File: config.mk
export PLATFORM = sky130hd
export DESIGN_NAME = ipdc_ctrl
export DESIGN_NICKNAME = d
export VERILOG_FILES = /design/src/design/ipdc_ctrl.v /design/src/design/ipdc_sync.v /design/src/design/ipdc_kbd_delay.v
export VERILOG_INCLUDE_DIRS = /design/src /design/src/design
export SDC_FILE = /design/constraint.sdc
export NUM_CORES = 1
export LEC_CHECK = 0
export BUFFER_PORTS_ARGS = -buffer_cell sky130_fd_sc_hd__buf_2
export CAP_MARGIN = 15
export CORE_MARGIN = 3
export CORE_UTILIZATION = 25
export CTS_CLUSTER_SIZE = 16
export DETAILED_ROUTE_END_ITERATION = 8
export GPL_ROUTABILITY_DRIVEN = 0
export PLACE_DENSITY_LB_ADDON = 0.3
export SLEW_MARGIN = 20
export SYNTH_ARGS = -nofsm -noshare
export SYNTH_HDL_FRONTEND = slang
export SYNTH_SLANG_ARGS = --single-unit
export TNS_END_PERCENT = 20
File: constraint.sdc
create_clock -name mclk_i -period 1.7 [get_ports mclk_i]
set_input_delay 0.17 -clock mclk_i [delete_from_list [all_inputs] [get_ports mclk_i]]
set_output_delay 0.17 -clock mclk_i [all_outputs]
set_load 0.01 [all_outputs]
File: src/design/ipdc_defs.vh
// Constants and overview for the idle and power-down control block
// Overview of operation
// - Idle begins after the requesting instruction completes.
// - Idle gates the CPU clock only.
// - CPU state is frozen during idle.
// - Pins held, address latch and strobe high.
// - Enabled interrupt clears idle bit, gets serviced.
// - Resume after the idle instruction.
// - Power-down stops oscillator after requesting instruction.
// - RAM and registers kept through power-down.
// - Power-down ends by reset or interrupt.
// - Only two external, keyboard, USB interrupts wake.
// - Keyboard wake takes 1024 clocks.
// - External low restarts oscillator, high completes exit.
// - Either low restarts; first release completes.
// - Simultaneous external wake serves higher priority.
// - Resume after the power-down instruction.
// - Power-down bit set enters, reset clears it.
// - Reset exit reinitialises registers, interrupt does not.
// - Both bits set: power-down wins, both cleared.
`ifndef IPDC_DEFS_VH
`define IPDC_DEFS_VH
`define IPDC_IDLE_BIT        0
`define IPDC_PD_BIT          1
`define IPDC_FLAG0_BIT       2
`define IPDC_FLAG1_BIT       3
`define IPDC_CTRL_RESET      4'h0
`define IPDC_PORT_RESET      8'hFF
`define IPDC_PIN_RESET       1'b1
`define IPDC_KBD_WAKE_CLKS   1024
`define IPDC_KBD_CNT_W       11
`define IPDC_KBD_CNT_LAST    11'h3FF
`define IPDC_STRETCH_CNT_W   4
`endif

File: src/design/ipdc_ctrl.v
// Idle and power-down sequencer for the microcontroller core
`timescale 1ns/10ps
`include "ipdc_defs.vh"
module ipdc_ctrl (
   input  wire       mclk_i,
   input  wire       rst_b_i,
   // Control register write from the core (bit layout in the header)
   input  wire       ctrl_wr_i,
   input  wire [3:0] ctrl_wdata_i,
   input  wire       instr_done_i,
   // Interrupt controller side
   input  wire       irq_pending_i,
   input  wire       irq_vector_i,
   input  wire       ext0_en_i,
   input  wire       ext1_en_i,
   input  wire       ext1_high_prio_i,
   input  wire       kbd_en_i,
   input  wire       kbd_irq_i,
   input  wire       usb_en_i,
   input  wire       usb_irq_i,
   // External interrupt pins, asynchronous while the oscillator restarts
   input  wire       external_irq_zero_i,
   input  wire       external_irq_one_i,
   // Port and strobe values from normal operation
   input  wire [7:0] port_out_i,
   input  wire       addr_latch_run_i,
   input  wire       program_store_strobe_run_i,
   output wire [3:0] ctrl_rdata_o,
   output wire       idle_request_bit_o,
   output wire       powerdown_request_bit_o,
   output wire       user_flag_zero_o,
   output wire       user_flag_one_o,
   output wire       cpu_clk_en_o,
   output wire       periph_clk_en_o,
   output wire       osc_en_o,
   output reg  [7:0] port_hold_o,
   output reg        addr_latch_o,
   output reg        program_store_strobe_o,
   output reg        wake_vector_o,
   output reg        wake_ext1_o,
   output wire       in_idle_o,
   output wire       in_powerdown_o
);
   // One-hot states
   localparam [4:0] ST_RUN   = 5'h01;
   localparam [4:0] ST_IDLE  = 5'h02;
   localparam [4:0] ST_PD    = 5'h04;
   localparam [4:0] ST_EXTW  = 5'h08;
   localparam [4:0] ST_KBDW  = 5'h10;

   reg  [4:0] state_r;
   reg  [4:0] state_nxt;
   reg  [3:0] ctrl_r;
   reg  [3:0] ctrl_nxt;
   reg        ext1_win_r;
   reg        ext1_win_nxt;
   wire       ext0_lvl;
   wire       ext1_lvl;
   wire [1:0] ext_pin;
   wire [1:0] ext_lvl;
   wire [1:0] ext_low_now;
   wire       ext_release;
   reg  [1:0] held_r;
   reg  [1:0] held_nxt;
   genvar     g;
   wire       kbd_busy;
   wire       kbd_done;
   wire       ext_low;
   wire       ext_wake_src;
   wire       kbd_start;

   // Pins can toggle while the oscillator is stopped, so resample them
   assign ext_pin = {external_irq_one_i, external_irq_zero_i};
   generate
      for (g = 0; g < 2; g = g + 1) begin : g_pin
         ipdc_sync u_sync (
            .mclk_i    (mclk_i),
            .rst_b_i   (rst_b_i),
            .async_i   (ext_pin[g]),
            .rst_val_i (`IPDC_PIN_RESET),
            .level_o   (ext_lvl[g])
         );
      end
   endgenerate
   assign ext0_lvl = ext_lvl[0];
   assign ext1_lvl = ext_lvl[1];

   // Only enabled external pins count as wake sources
   assign ext_low_now  = {ext1_en_i & ~ext1_lvl, ext0_en_i & ~ext0_lvl};
   assign ext_low      = |ext_low_now;
   // First pin that held the wake and is high again ends it; a USB-only wake ends at once
   assign ext_release  = (|(held_r & ~ext_low_now)) | ~ext_low;
   assign ext_wake_src = ext_low | (usb_en_i & usb_irq_i);
   assign kbd_start    = (state_r == ST_PD) & ~ext_wake_src & kbd_en_i & kbd_irq_i;

   ipdc_kbd_delay u_kbd (
      .mclk_i  (mclk_i),
      .rst_b_i (rst_b_i),
      .start_i (kbd_start),
      .abort_i (1'b0),
      .busy_o  (kbd_busy),
      .done_o  (kbd_done)
   );

   // Control bits and state sequencing
   always @* begin
      state_nxt    = state_r;
      ctrl_nxt     = ctrl_r;
      ext1_win_nxt = ext1_win_r;
      held_nxt     = held_r;
      if (ctrl_wr_i) begin
         ctrl_nxt = ctrl_wdata_i;
      end
      case (state_r)
         ST_RUN: begin
            // Entry waits for the writing instruction to retire
            if (instr_done_i && ctrl_r[`IPDC_PD_BIT]) begin
               state_nxt = ST_PD;
            end else if (instr_done_i && ctrl_r[`IPDC_IDLE_BIT]) begin
               state_nxt = ST_IDLE;
            end
         end
         ST_IDLE: begin
            if (irq_pending_i) begin
               ctrl_nxt[`IPDC_IDLE_BIT] = 1'b0;
               state_nxt = ST_RUN;
            end
         end
         ST_PD: begin
            if (ext_wake_src) begin
               state_nxt    = ST_EXTW;
               held_nxt     = ext_low_now;
               ext1_win_nxt = ext_low_now[1] & (ext1_high_prio_i | ~ext_low_now[0]);
            end else if (kbd_start) begin
               state_nxt = ST_KBDW;
            end
         end
         ST_EXTW: begin
            // Oscillator runs; exit completes at first release
            held_nxt = held_r | ext_low_now;
            if (ext_release) begin
               held_nxt = 2'b00;
               ctrl_nxt[`IPDC_PD_BIT]   = 1'b0;
               ctrl_nxt[`IPDC_IDLE_BIT] = 1'b0;
               state_nxt = ST_RUN;
            end
         end
         ST_KBDW: begin
            if (kbd_done) begin
               ctrl_nxt[`IPDC_PD_BIT]   = 1'b0;
               ctrl_nxt[`IPDC_IDLE_BIT] = 1'b0;
               state_nxt = ST_RUN;
            end
         end
         default: begin
            state_nxt = ST_RUN;
         end
      endcase
   end

   // Synchronous reset returns to ST_RUN and clears the rest; registers otherwise kept
   always @(posedge mclk_i) begin
      if (!rst_b_i) begin
         state_r    <= ST_RUN;
         ctrl_r     <= `IPDC_CTRL_RESET;
         ext1_win_r <= 1'b0;
         held_r     <= 2'b00;
      end else begin
         state_r    <= state_nxt;
         ctrl_r     <= ctrl_nxt;
         ext1_win_r <= ext1_win_nxt;
         held_r     <= held_nxt;
      end
   end

   // Wake vector pulse tells the core which routine to run
   always @(posedge mclk_i) begin
      if (!rst_b_i) begin
         wake_vector_o <= 1'b0;
         wake_ext1_o   <= 1'b0;
      end else begin
         wake_vector_o <= ((state_r == ST_EXTW) & ext_release) | ((state_r == ST_KBDW) & kbd_done) |
                          ((state_r == ST_IDLE) & irq_pending_i);
         wake_ext1_o   <= (state_r == ST_EXTW) & ext_release & ext1_win_r;
      end
   end

   // Pins freeze at entry; strobes high in idle, low in power-down
   always @(posedge mclk_i) begin
      if (!rst_b_i) begin
         port_hold_o            <= `IPDC_PORT_RESET;
         addr_latch_o           <= 1'b1;
         program_store_strobe_o <= 1'b1;
      end else if (state_r == ST_RUN) begin
         port_hold_o            <= port_out_i;
         addr_latch_o           <= (state_nxt == ST_IDLE) | ((state_nxt == ST_RUN) & addr_latch_run_i);
         program_store_strobe_o <= (state_nxt == ST_IDLE) | ((state_nxt == ST_RUN) & program_store_strobe_run_i);
      end else if (state_r == ST_IDLE) begin
         addr_latch_o           <= 1'b1;
         program_store_strobe_o <= 1'b1;
      end else begin
         addr_latch_o           <= 1'b0;
         program_store_strobe_o <= 1'b0;
      end
   end

   // CPU clock gated in every low-power state; irq logic still ticks in idle
   assign cpu_clk_en_o    = (state_r == ST_RUN);
   assign periph_clk_en_o = (state_r == ST_RUN) | (state_r == ST_IDLE);
   assign osc_en_o        = (state_r != ST_PD);

   assign ctrl_rdata_o            = ctrl_r;
   assign idle_request_bit_o      = ctrl_r[`IPDC_IDLE_BIT];
   assign powerdown_request_bit_o = ctrl_r[`IPDC_PD_BIT];
   assign user_flag_zero_o        = ctrl_r[`IPDC_FLAG0_BIT];
   assign user_flag_one_o         = ctrl_r[`IPDC_FLAG1_BIT];
   assign in_idle_o               = (state_r == ST_IDLE);
   assign in_powerdown_o          = ~cpu_clk_en_o & ~in_idle_o;
endmodule

File: src/design/ipdc_sync.v
// Three-stage input synchroniser with second/third stage agreement
`timescale 1ns/10ps
module ipdc_sync (
   input  wire mclk_i,
   input  wire rst_b_i,
   input  wire async_i,
   input  wire rst_val_i,
   output reg  level_o
);
   reg s1_r;
   reg s2_r;
   reg s3_r;
   // First stage feeds only the second; output moves when stages 2 and 3 agree
   always @(posedge mclk_i) begin
      if (!rst_b_i) begin
         s1_r    <= rst_val_i; // Idle level of the pin, so no false edge after reset
         s2_r    <= rst_val_i;
         s3_r    <= rst_val_i;
         level_o <= rst_val_i;
      end else begin
         s1_r <= async_i;
         s2_r <= s1_r;
         s3_r <= s2_r;
         if (s2_r == s3_r) begin
            level_o <= s3_r;
         end
      end
   end
endmodule

File: src/design/ipdc_kbd_delay.v
// Keyboard wake settling counter
`timescale 1ns/10ps
`include "ipdc_defs.vh"
module ipdc_kbd_delay (
   input  wire mclk_i,
   input  wire rst_b_i,
   input  wire start_i,
   input  wire abort_i,
   output reg  busy_o,
   output reg  done_o
);
   reg [`IPDC_KBD_CNT_W-1:0] cnt_r;
   // Counts 1024 clocks then pulses done for one cycle
   always @(posedge mclk_i) begin
      if (!rst_b_i || abort_i) begin
         cnt_r  <= {`IPDC_KBD_CNT_W{1'b0}};
         busy_o <= 1'b0;
         done_o <= 1'b0;
      end else begin
         done_o <= 1'b0;
         if (busy_o) begin
            if (cnt_r == `IPDC_KBD_CNT_LAST) begin
               busy_o <= 1'b0;
               done_o <= 1'b1;
               cnt_r  <= {`IPDC_KBD_CNT_W{1'b0}};
            end else begin
               cnt_r <= cnt_r + 11'h001;
            end
         end else if (start_i) begin
            busy_o <= 1'b1;
            cnt_r  <= {`IPDC_KBD_CNT_W{1'b0}};
         end
      end
   end
endmodule

# Yosys cells after proc, flatten, opt, wreduce, memory -nomap -nowiden
# Cells that the tools add are included.
[totals]
regBits = 45
latchBits = 0
ramBits = 0
romBits = 0
input_bits = 29
output_inout_bits = 25
elab_cells = 102
memories = 0
[op_classes]
add_sub_neg = 1
mul = 0
div_mod_pow = 0
order_cmp = 0
n_eq_ne = 12
n_shift = 0
n_mux = 27
bitwise = 32
n_reduce_logical = 9
[op_table]
columns = ["operator", "n"]
rows = [
  ["5-bit two-way mux", 7],
  ["11-bit two-way mux", 3],
  ["5-bit one-hot mux with 5 select lines", 1],
  ["1-bit AND", 14],
  ["11-bit by 1-bit adder with 11-bit output (second input constant)", 1],
  ["11-bit by 10-bit equality test with 1-bit output (second input constant)", 1],
  ["5-bit by 1-bit equality test with 1-bit output (second input constant)", 2],
  ["5-bit by 2-bit equality test with 1-bit output (second input constant)", 2],
  ["2-bit two-way mux", 5],
  ["1-bit two-way mux", 8],
  ["1-bit bitwise OR", 8],
  ["1-bit NOT", 7],
  ["2-bit AND reduction", 3],
  ["5-bit by 3-bit equality test with 1-bit output (second input constant)", 1],
  ["5-bit by 4-bit equality test with 1-bit output (second input constant)", 1],
  ["5-bit equality test (second input constant)", 1],
  ["5-bit by 3-bit inequality test with 1-bit output (second input constant)", 1],
  ["2-bit one-hot mux with 2 select lines", 1],
  ["2-bit nonzero test", 2],
  ["2-bit OR reduction", 2],
  ["1-bit one-hot mux with 3 select lines", 1],
  ["2-bit AND", 1],
  ["1-bit equality test", 2],
  ["1-bit logical AND", 2],
  ["4 further kinds", 4],
]

# Depth between registers and ports, before layout
[logic_depth]
word_depth = 15
depth_mapped = 7
mapped_depth_nobuf = 6

# Hierarchy
# A second synthesis with hierarchy kept.
[hier_totals]
cells_unflattened = 242
area_unflattened_um2 = 2113.3
[modules_own_cells]
columns = ["module", "n_inst", "cells_per_inst", "area_per_inst_um2", "seq_area_each_um2"]
rows = [
  ["ipdc_ctrl", 1, 138, 1144.8, 480.5],
  ["ipdc_kbd_delay", 1, 74, 675.6, 260.2],
  ["ipdc_sync", 2, 15, 146.4, 90.1],
]

# Worst setup path after synthesis
# No wires, ideal clock.
[synth_path]
kind = "register to register"
from = "reg state_r[0]"
to = "reg addr_latch_o"
setup_time_ns = 0.122
arrival_ns = 1.707
required_time_ns = 1.578
slack_ns = -0.129
path_stages_with_launch = 6
path_buffers = 0
synth_period_minus_slack_ns = 1.829
path_cell_list = "dfxtp_1 > or4b_1 > or2_4 > a32oi_2 > nand3b_1 > a311o_1"
[synth_via]
elab_chain_len = 11
elab_cells_between_ends = 22
classes_between = "eq/ne: 7; mux: 10; bitwise: 5"
[synth_lines]
columns = ["item", "line_no", "source"]
rows = [
  ["from (decl)", "ipdc_ctrl.v:51", "reg [4:0] state_r;"],
  ["from (signal assigned)", "ipdc_ctrl.v:169", "state_r <= state_nxt;"],
  ["5-bit by 3-bit equality test with 1-bit output", "ipdc_ctrl.v:94, ipdc_ctrl.v:114", ""],
  ["1-bit AND (3 in a row)", "ipdc_ctrl.v:94", "assign kbd_start = (state_r == ST_PD) & ~ext_wake_src & kbd_en_i & kbd_irq_i;"],
  ["5-bit two-way mux", "ipdc_ctrl.v:134", "end else if (kbd_start) begin"],
  ["5-bit two-way mux", "ipdc_ctrl.v:130", "if (ext_wake_src) begin"],
  ["5-bit one-hot mux with 5 select lines", "ipdc_ctrl.v:114", "case (state_r)"],
  ["5-bit by 1-bit equality test with 1-bit output", "ipdc_ctrl.v:196", "addr_latch_o <= (state_nxt == ST_IDLE) | ((state_nxt == ST_RUN) & addr_latch_run_i);"],
  ["1-bit AND", "ipdc_ctrl.v:196", ""],
  ["1-bit bitwise OR", "ipdc_ctrl.v:196", ""],
  ["1-bit two-way mux *", "ipdc_ctrl.v:194", "end else if (state_r == ST_RUN) begin"],
  ["to (signal assigned)", "ipdc_ctrl.v:196", ""],
  ["to (decl)", "ipdc_ctrl.v:37", "output reg addr_latch_o,"],
]
# Every way passes the cells marked *; elsewhere a longest branch is shown, timed or not.
# A chain may end at the register's enable or synchronous reset.

# Final worst setup path
[layout_path]
from = "reg state_r[0]"
to = "out in_powerdown_o"
[layout_via]
elab_chain_len = 3
elab_cells_between_ends = 5
classes_between = "eq/ne: 2; bitwise: 3"
[layout_lines]
columns = ["item", "line_no", "source"]
rows = [
  ["5-bit by 1-bit equality test with 1-bit output / 5-bit by 2-bit equality test with 1-bit output (equally long branches)", "ipdc_ctrl.v:208, ipdc_ctrl.v:217", ""],
  ["1-bit NOT", "ipdc_ctrl.v:218", "assign in_powerdown_o = ~cpu_clk_en_o & ~in_idle_o;"],
  ["1-bit AND *", "ipdc_ctrl.v:218", ""],
  ["to (decl)", "ipdc_ctrl.v:42", "output wire in_powerdown_o"],
]
# Marked as above.

==> results.md <==
- Area leader, netlist: dfxtp_1
- H-tree Lvls: 2
- Synth Warn #: 0
- Dpl cell area: 0.00244 mm²
- Most Crowded Layer GR: met2
- Period utilisation layout: 1.11
- R2r worst-path depth: 5
- Slew margin rel.: 0.687
- RR Startpoint: state_r[0]
- Setup violators final: 6
- Maxcap violations: 0
- Post-synthesis net count: 261
- Drt drc: 0
- Dominant cells by area after synthesis: dfxtp_1, nand2_1, nand3_1
- Iteration-0 DRC Markers: 92
- DP HPWL: 3600 µm
- Layout area overhead: 35.9%
- Leak: 1.15 nW
- Worst path cell trace: or4b_1 > or2_4 > buf_6 > nand2_4 > inv_2 > buf_6
- Internal power: 1.58 mW
- CP peak stage delay: 0.51 ns
- Worst EP required: 1.53 ns
- CP startpoint: state_r[0]
- CP Capture Type: output pin
- Core Footprint: 0.00741 mm²
- Final WS setup: -0.185 ns
- Cells after synthesis: 231
- Grt met2 use: 0.179
- GR Util met3: 0.0369
- IO Port Bufs: 52
- Max Fanout on Critical Path: 4
- Final instance area: 0.00264 mm²
- Critical Path AT: 1.71 ns
- Max Root-Sink Buffers: 2
- TritonCTS Buffers: 5
- Vias in the first global route: 1720
- Most used cell, CP: buf_6
- Sink Count: 45
- # diodes: 0
- Synth top area share: 0.464
- #FFs+latches synth: 45
- Fillers: 773
- CP max stage cell: or4b_1
- Via count: 1856
- Startpoint types: flop
- Hold_sp: external_irq_zero_i
- Clock transition at path regs: 0.09 ns
- Clock Latency Late Sink: 0.30 ns
- DP Cell Count: 392
- Cell depth of the worst hold path: 2
- Drt wl/cell: 12.1 µm
- Final WL: 4900 µm
- Antenna Nets Post-Route: 0
- RSZ-0062 raised after global routing: true
- Initial Utilization: 0.262
- Post-Syn Area: 0.00194 mm²
- Final Skew: 0.0108 ns
- Status: finished with violations
- Clock share of power: 0.296
- Residual overflow from global routing: 0
- Final net count: 335
- Largest net degree at the start of global routing: 18
- Least-Margin Pin Slew: 0.463 ns
- Kind of critical path: reg2out
- Die Y: 94.2 µm
- Synth Area per Inst: 8.41 µm²
- Top Family by Delay on Critical Path: simple AND/OR/NAND/NOR gates
- Layout cell share with drive strength beyond 1: 0.346
- I/O Pins: 54
- Via density: 4.58
- Worst Path Buf+Inv: 3
- Final max-slew violation count: 0
- Drt first pass iters: 4
- Power Dens Cells: 824 mW/mm²
- R2r setup slk: -0.09 ns
- Hold Violations, Final: 0
- Peak VDD IR: 300 µV
- Overall Global Routing Usage: 0.116
- Violated checks: negative setup slack
- Critical path depth: 6
- Logic pwr share: 0.183
- Initial antenna violation count: 0
- CTS tree: yes
- Chip width: 94.2 µm
- F_max: 0.531 GHz
- Post-synthesis sequential area ratio: 0.464
- Root buffer selected by CTS: clkbuf_8
- Psw: 589 µW
- Met1 Usage GRT: 0.153
- # rows: 31
- Sw Share: 0.271
- DIE AREA: 0.00887 mm²
- Synth unique cells: 42
- Fin crit period: 1.88 ns
- Reg power frac: 0.521
- HP Class: in2reg
- Non-Filler Instances: 405
- First-pass GRT wire length: 8200 µm
-- worst register-to-register path: stages (launching register included) --
cell and delay (ns):
dfxtp_2 0.33, or4b_1 0.51, or2_4 0.27, a32oi_2 0.18
nand3b_1 0.12, a311o_1 0.27
-- through the flow --
step           setup WS (ns)  hold WS, ns   util  power [mW]  TNS (ns)
4_1_cts               -0.198       0.0426  0.342        2.19    -0.903
5_1_grt               -0.257       0.0435  0.356        2.32     -1.27
3_3_place_gp         -0.0907        0.354  0.329        1.52    -0.201
3_5_place_dp         -0.0968        0.353  0.329        1.52    -0.269
2_1_floorplan        -0.0963        0.271      -        1.36    -0.193
6_report              -0.185       0.0555  0.356        2.17    -0.743
-- sequential cells by signal, summed over array words and instances, names as in the netlist --
| name | flops |
|---|---|
| addr_latch_o | 1 |
| ctrl_rdata_o | 4 |
| ext1_win_r | 1 |
| g_pin.u_sync.level_o | 2 |
| g_pin.u_sync.s1_r | 2 |
| g_pin.u_sync.s2_r | 2 |
| g_pin.u_sync.s3_r | 2 |
| held_r | 2 |
| port_hold_o | 8 |
| program_store_strobe_o | 1 |
| state_r | 5 |
| u_kbd.busy_o | 1 |
| u_kbd.cnt_r | 11 |
| u_kbd.done_o | 1 |
| wake_ext1_o | 1 |
| wake_vector_o | 1 |
-- cells in the mapped netlist --
library cell and count:
dfxtp_1 45, nand2_1 37, nand3_1 19, nor2_1 19, a21oi_1 14, o21ai_0 11
clkbuf_1 9, nand2b_1 9, and3_1 4, buf_4 4, inv_1 4, mux2i_1 4
nand3b_1 4, nor3_1 4, o21a_1 4, a41oi_1 3, nand4_1 3, a311o_1 2
a311oi_1 2, a31oi_1 2, and2_1 2, nor2b_1 2, nor3b_1 2, nor4_1 2
o211ai_1 2, o21bai_1 2, a21boi_0 1, a22oi_1 1, a32oi_2 1, a41o_1 1
and4b_1 1, and4bb_2 1, clkinv_1 1, ha_1 1, mux2_2 1, o2111ai_1 1
o211a_1 1, o31a_1 1, o31ai_1 1, or2_4 1, or4b_1 1, xor2_1 1
-- routing by layer --
metal | wire (µm) | part of all wire
met1 | 2320 | 0.47
met3 | 285 | 0.058
met2 | 2220 | 0.45
met5 | 0 | 0
met4 | 73 | 0.015
-- kinds of logic (layout without fill, tap and decap cells) --
family	after synthesis	in the layout	share of synthesized area
fa+ha+maj	1	1	0.00644
buf+inv	18	93	0.0425
flops	45	45	0.464
xor+xnor	1	1	0.00451
compound gates	50	50	0.174
simple gates	111	111	0.283
mux	5	5	0.0264
-- cell type report --
class                           instances  area (µm²)  area share
Timing Repair Buffer                   80         497       0.188
Sequential cell                        45         905       0.343
Clock buffer                            6        72.6      0.0275
Tap cell                               99         124      0.0469
Multi-Input combinational cell        168        1010       0.383
Clock inverter                          2        10.0     0.00379
Inverter                                5        21.3     0.00806
-- timing repair --
item	in CTS	in global routing
resized for setup	5	19
setup endpoints to repair	9	23
hold buffers	0	0
pin swaps	8	5
buffers inserted	0	6
-- path summary, 6_finish.rpt --
| kind | to |
|---|---|
| setup reg to reg | program_store_strobe_o |
| hold reg to reg | g_pin[0].u_sync.s2_r |
| hold / removal | g_pin[0].u_sync.s1_r |
| setup / recovery | in_powerdown_o |
-- power groups by stage --
stage,combinational [mW],sequential (mW),clock (mW)
finish,0.398,1.13,0.644
CTS,0.373,1.13,0.687
global placement,0.365,1.16,0
floorplan,0.175,1.18,0
global route,0.448,1.14,0.729
detailed placement,0.367,1.16,0
-- placed cells by master (no fill, tap or decap), types with 2 or more instances in the layout --
| cell type | count |
|---|---|
| clkbuf_8 | 5 |
| nor3_1 | 4 |
| a21oi_1 | 13 |
| a31oi_1 | 2 |
| mux2i_1 | 4 |
| buf_2 | 49 |
| nand3_2 | 2 |
| nor2b_1 | 2 |
| nand3_1 | 17 |
| a311o_1 | 2 |
| nand2_1 | 36 |
| a41oi_1 | 3 |
| o21a_1 | 4 |
| nor3b_1 | 2 |
| clkinv_2 | 2 |
| o21bai_1 | 2 |
| nand3b_1 | 4 |
| inv_2 | 2 |
| buf_6 | 5 |
| and3_1 | 3 |
| and2_1 | 2 |
| nand2b_1 | 9 |
| o211ai_1 | 2 |
| nor2_1 | 17 |
| dfxtp_2 | 3 |
| nor4_1 | 2 |
| nand4_1 | 3 |
| a311oi_1 | 2 |
| dfxtp_1 | 42 |
| o21ai_0 | 10 |
| buf_4 | 26 |
No activity file was read; power rests on OpenSTA's default activity.
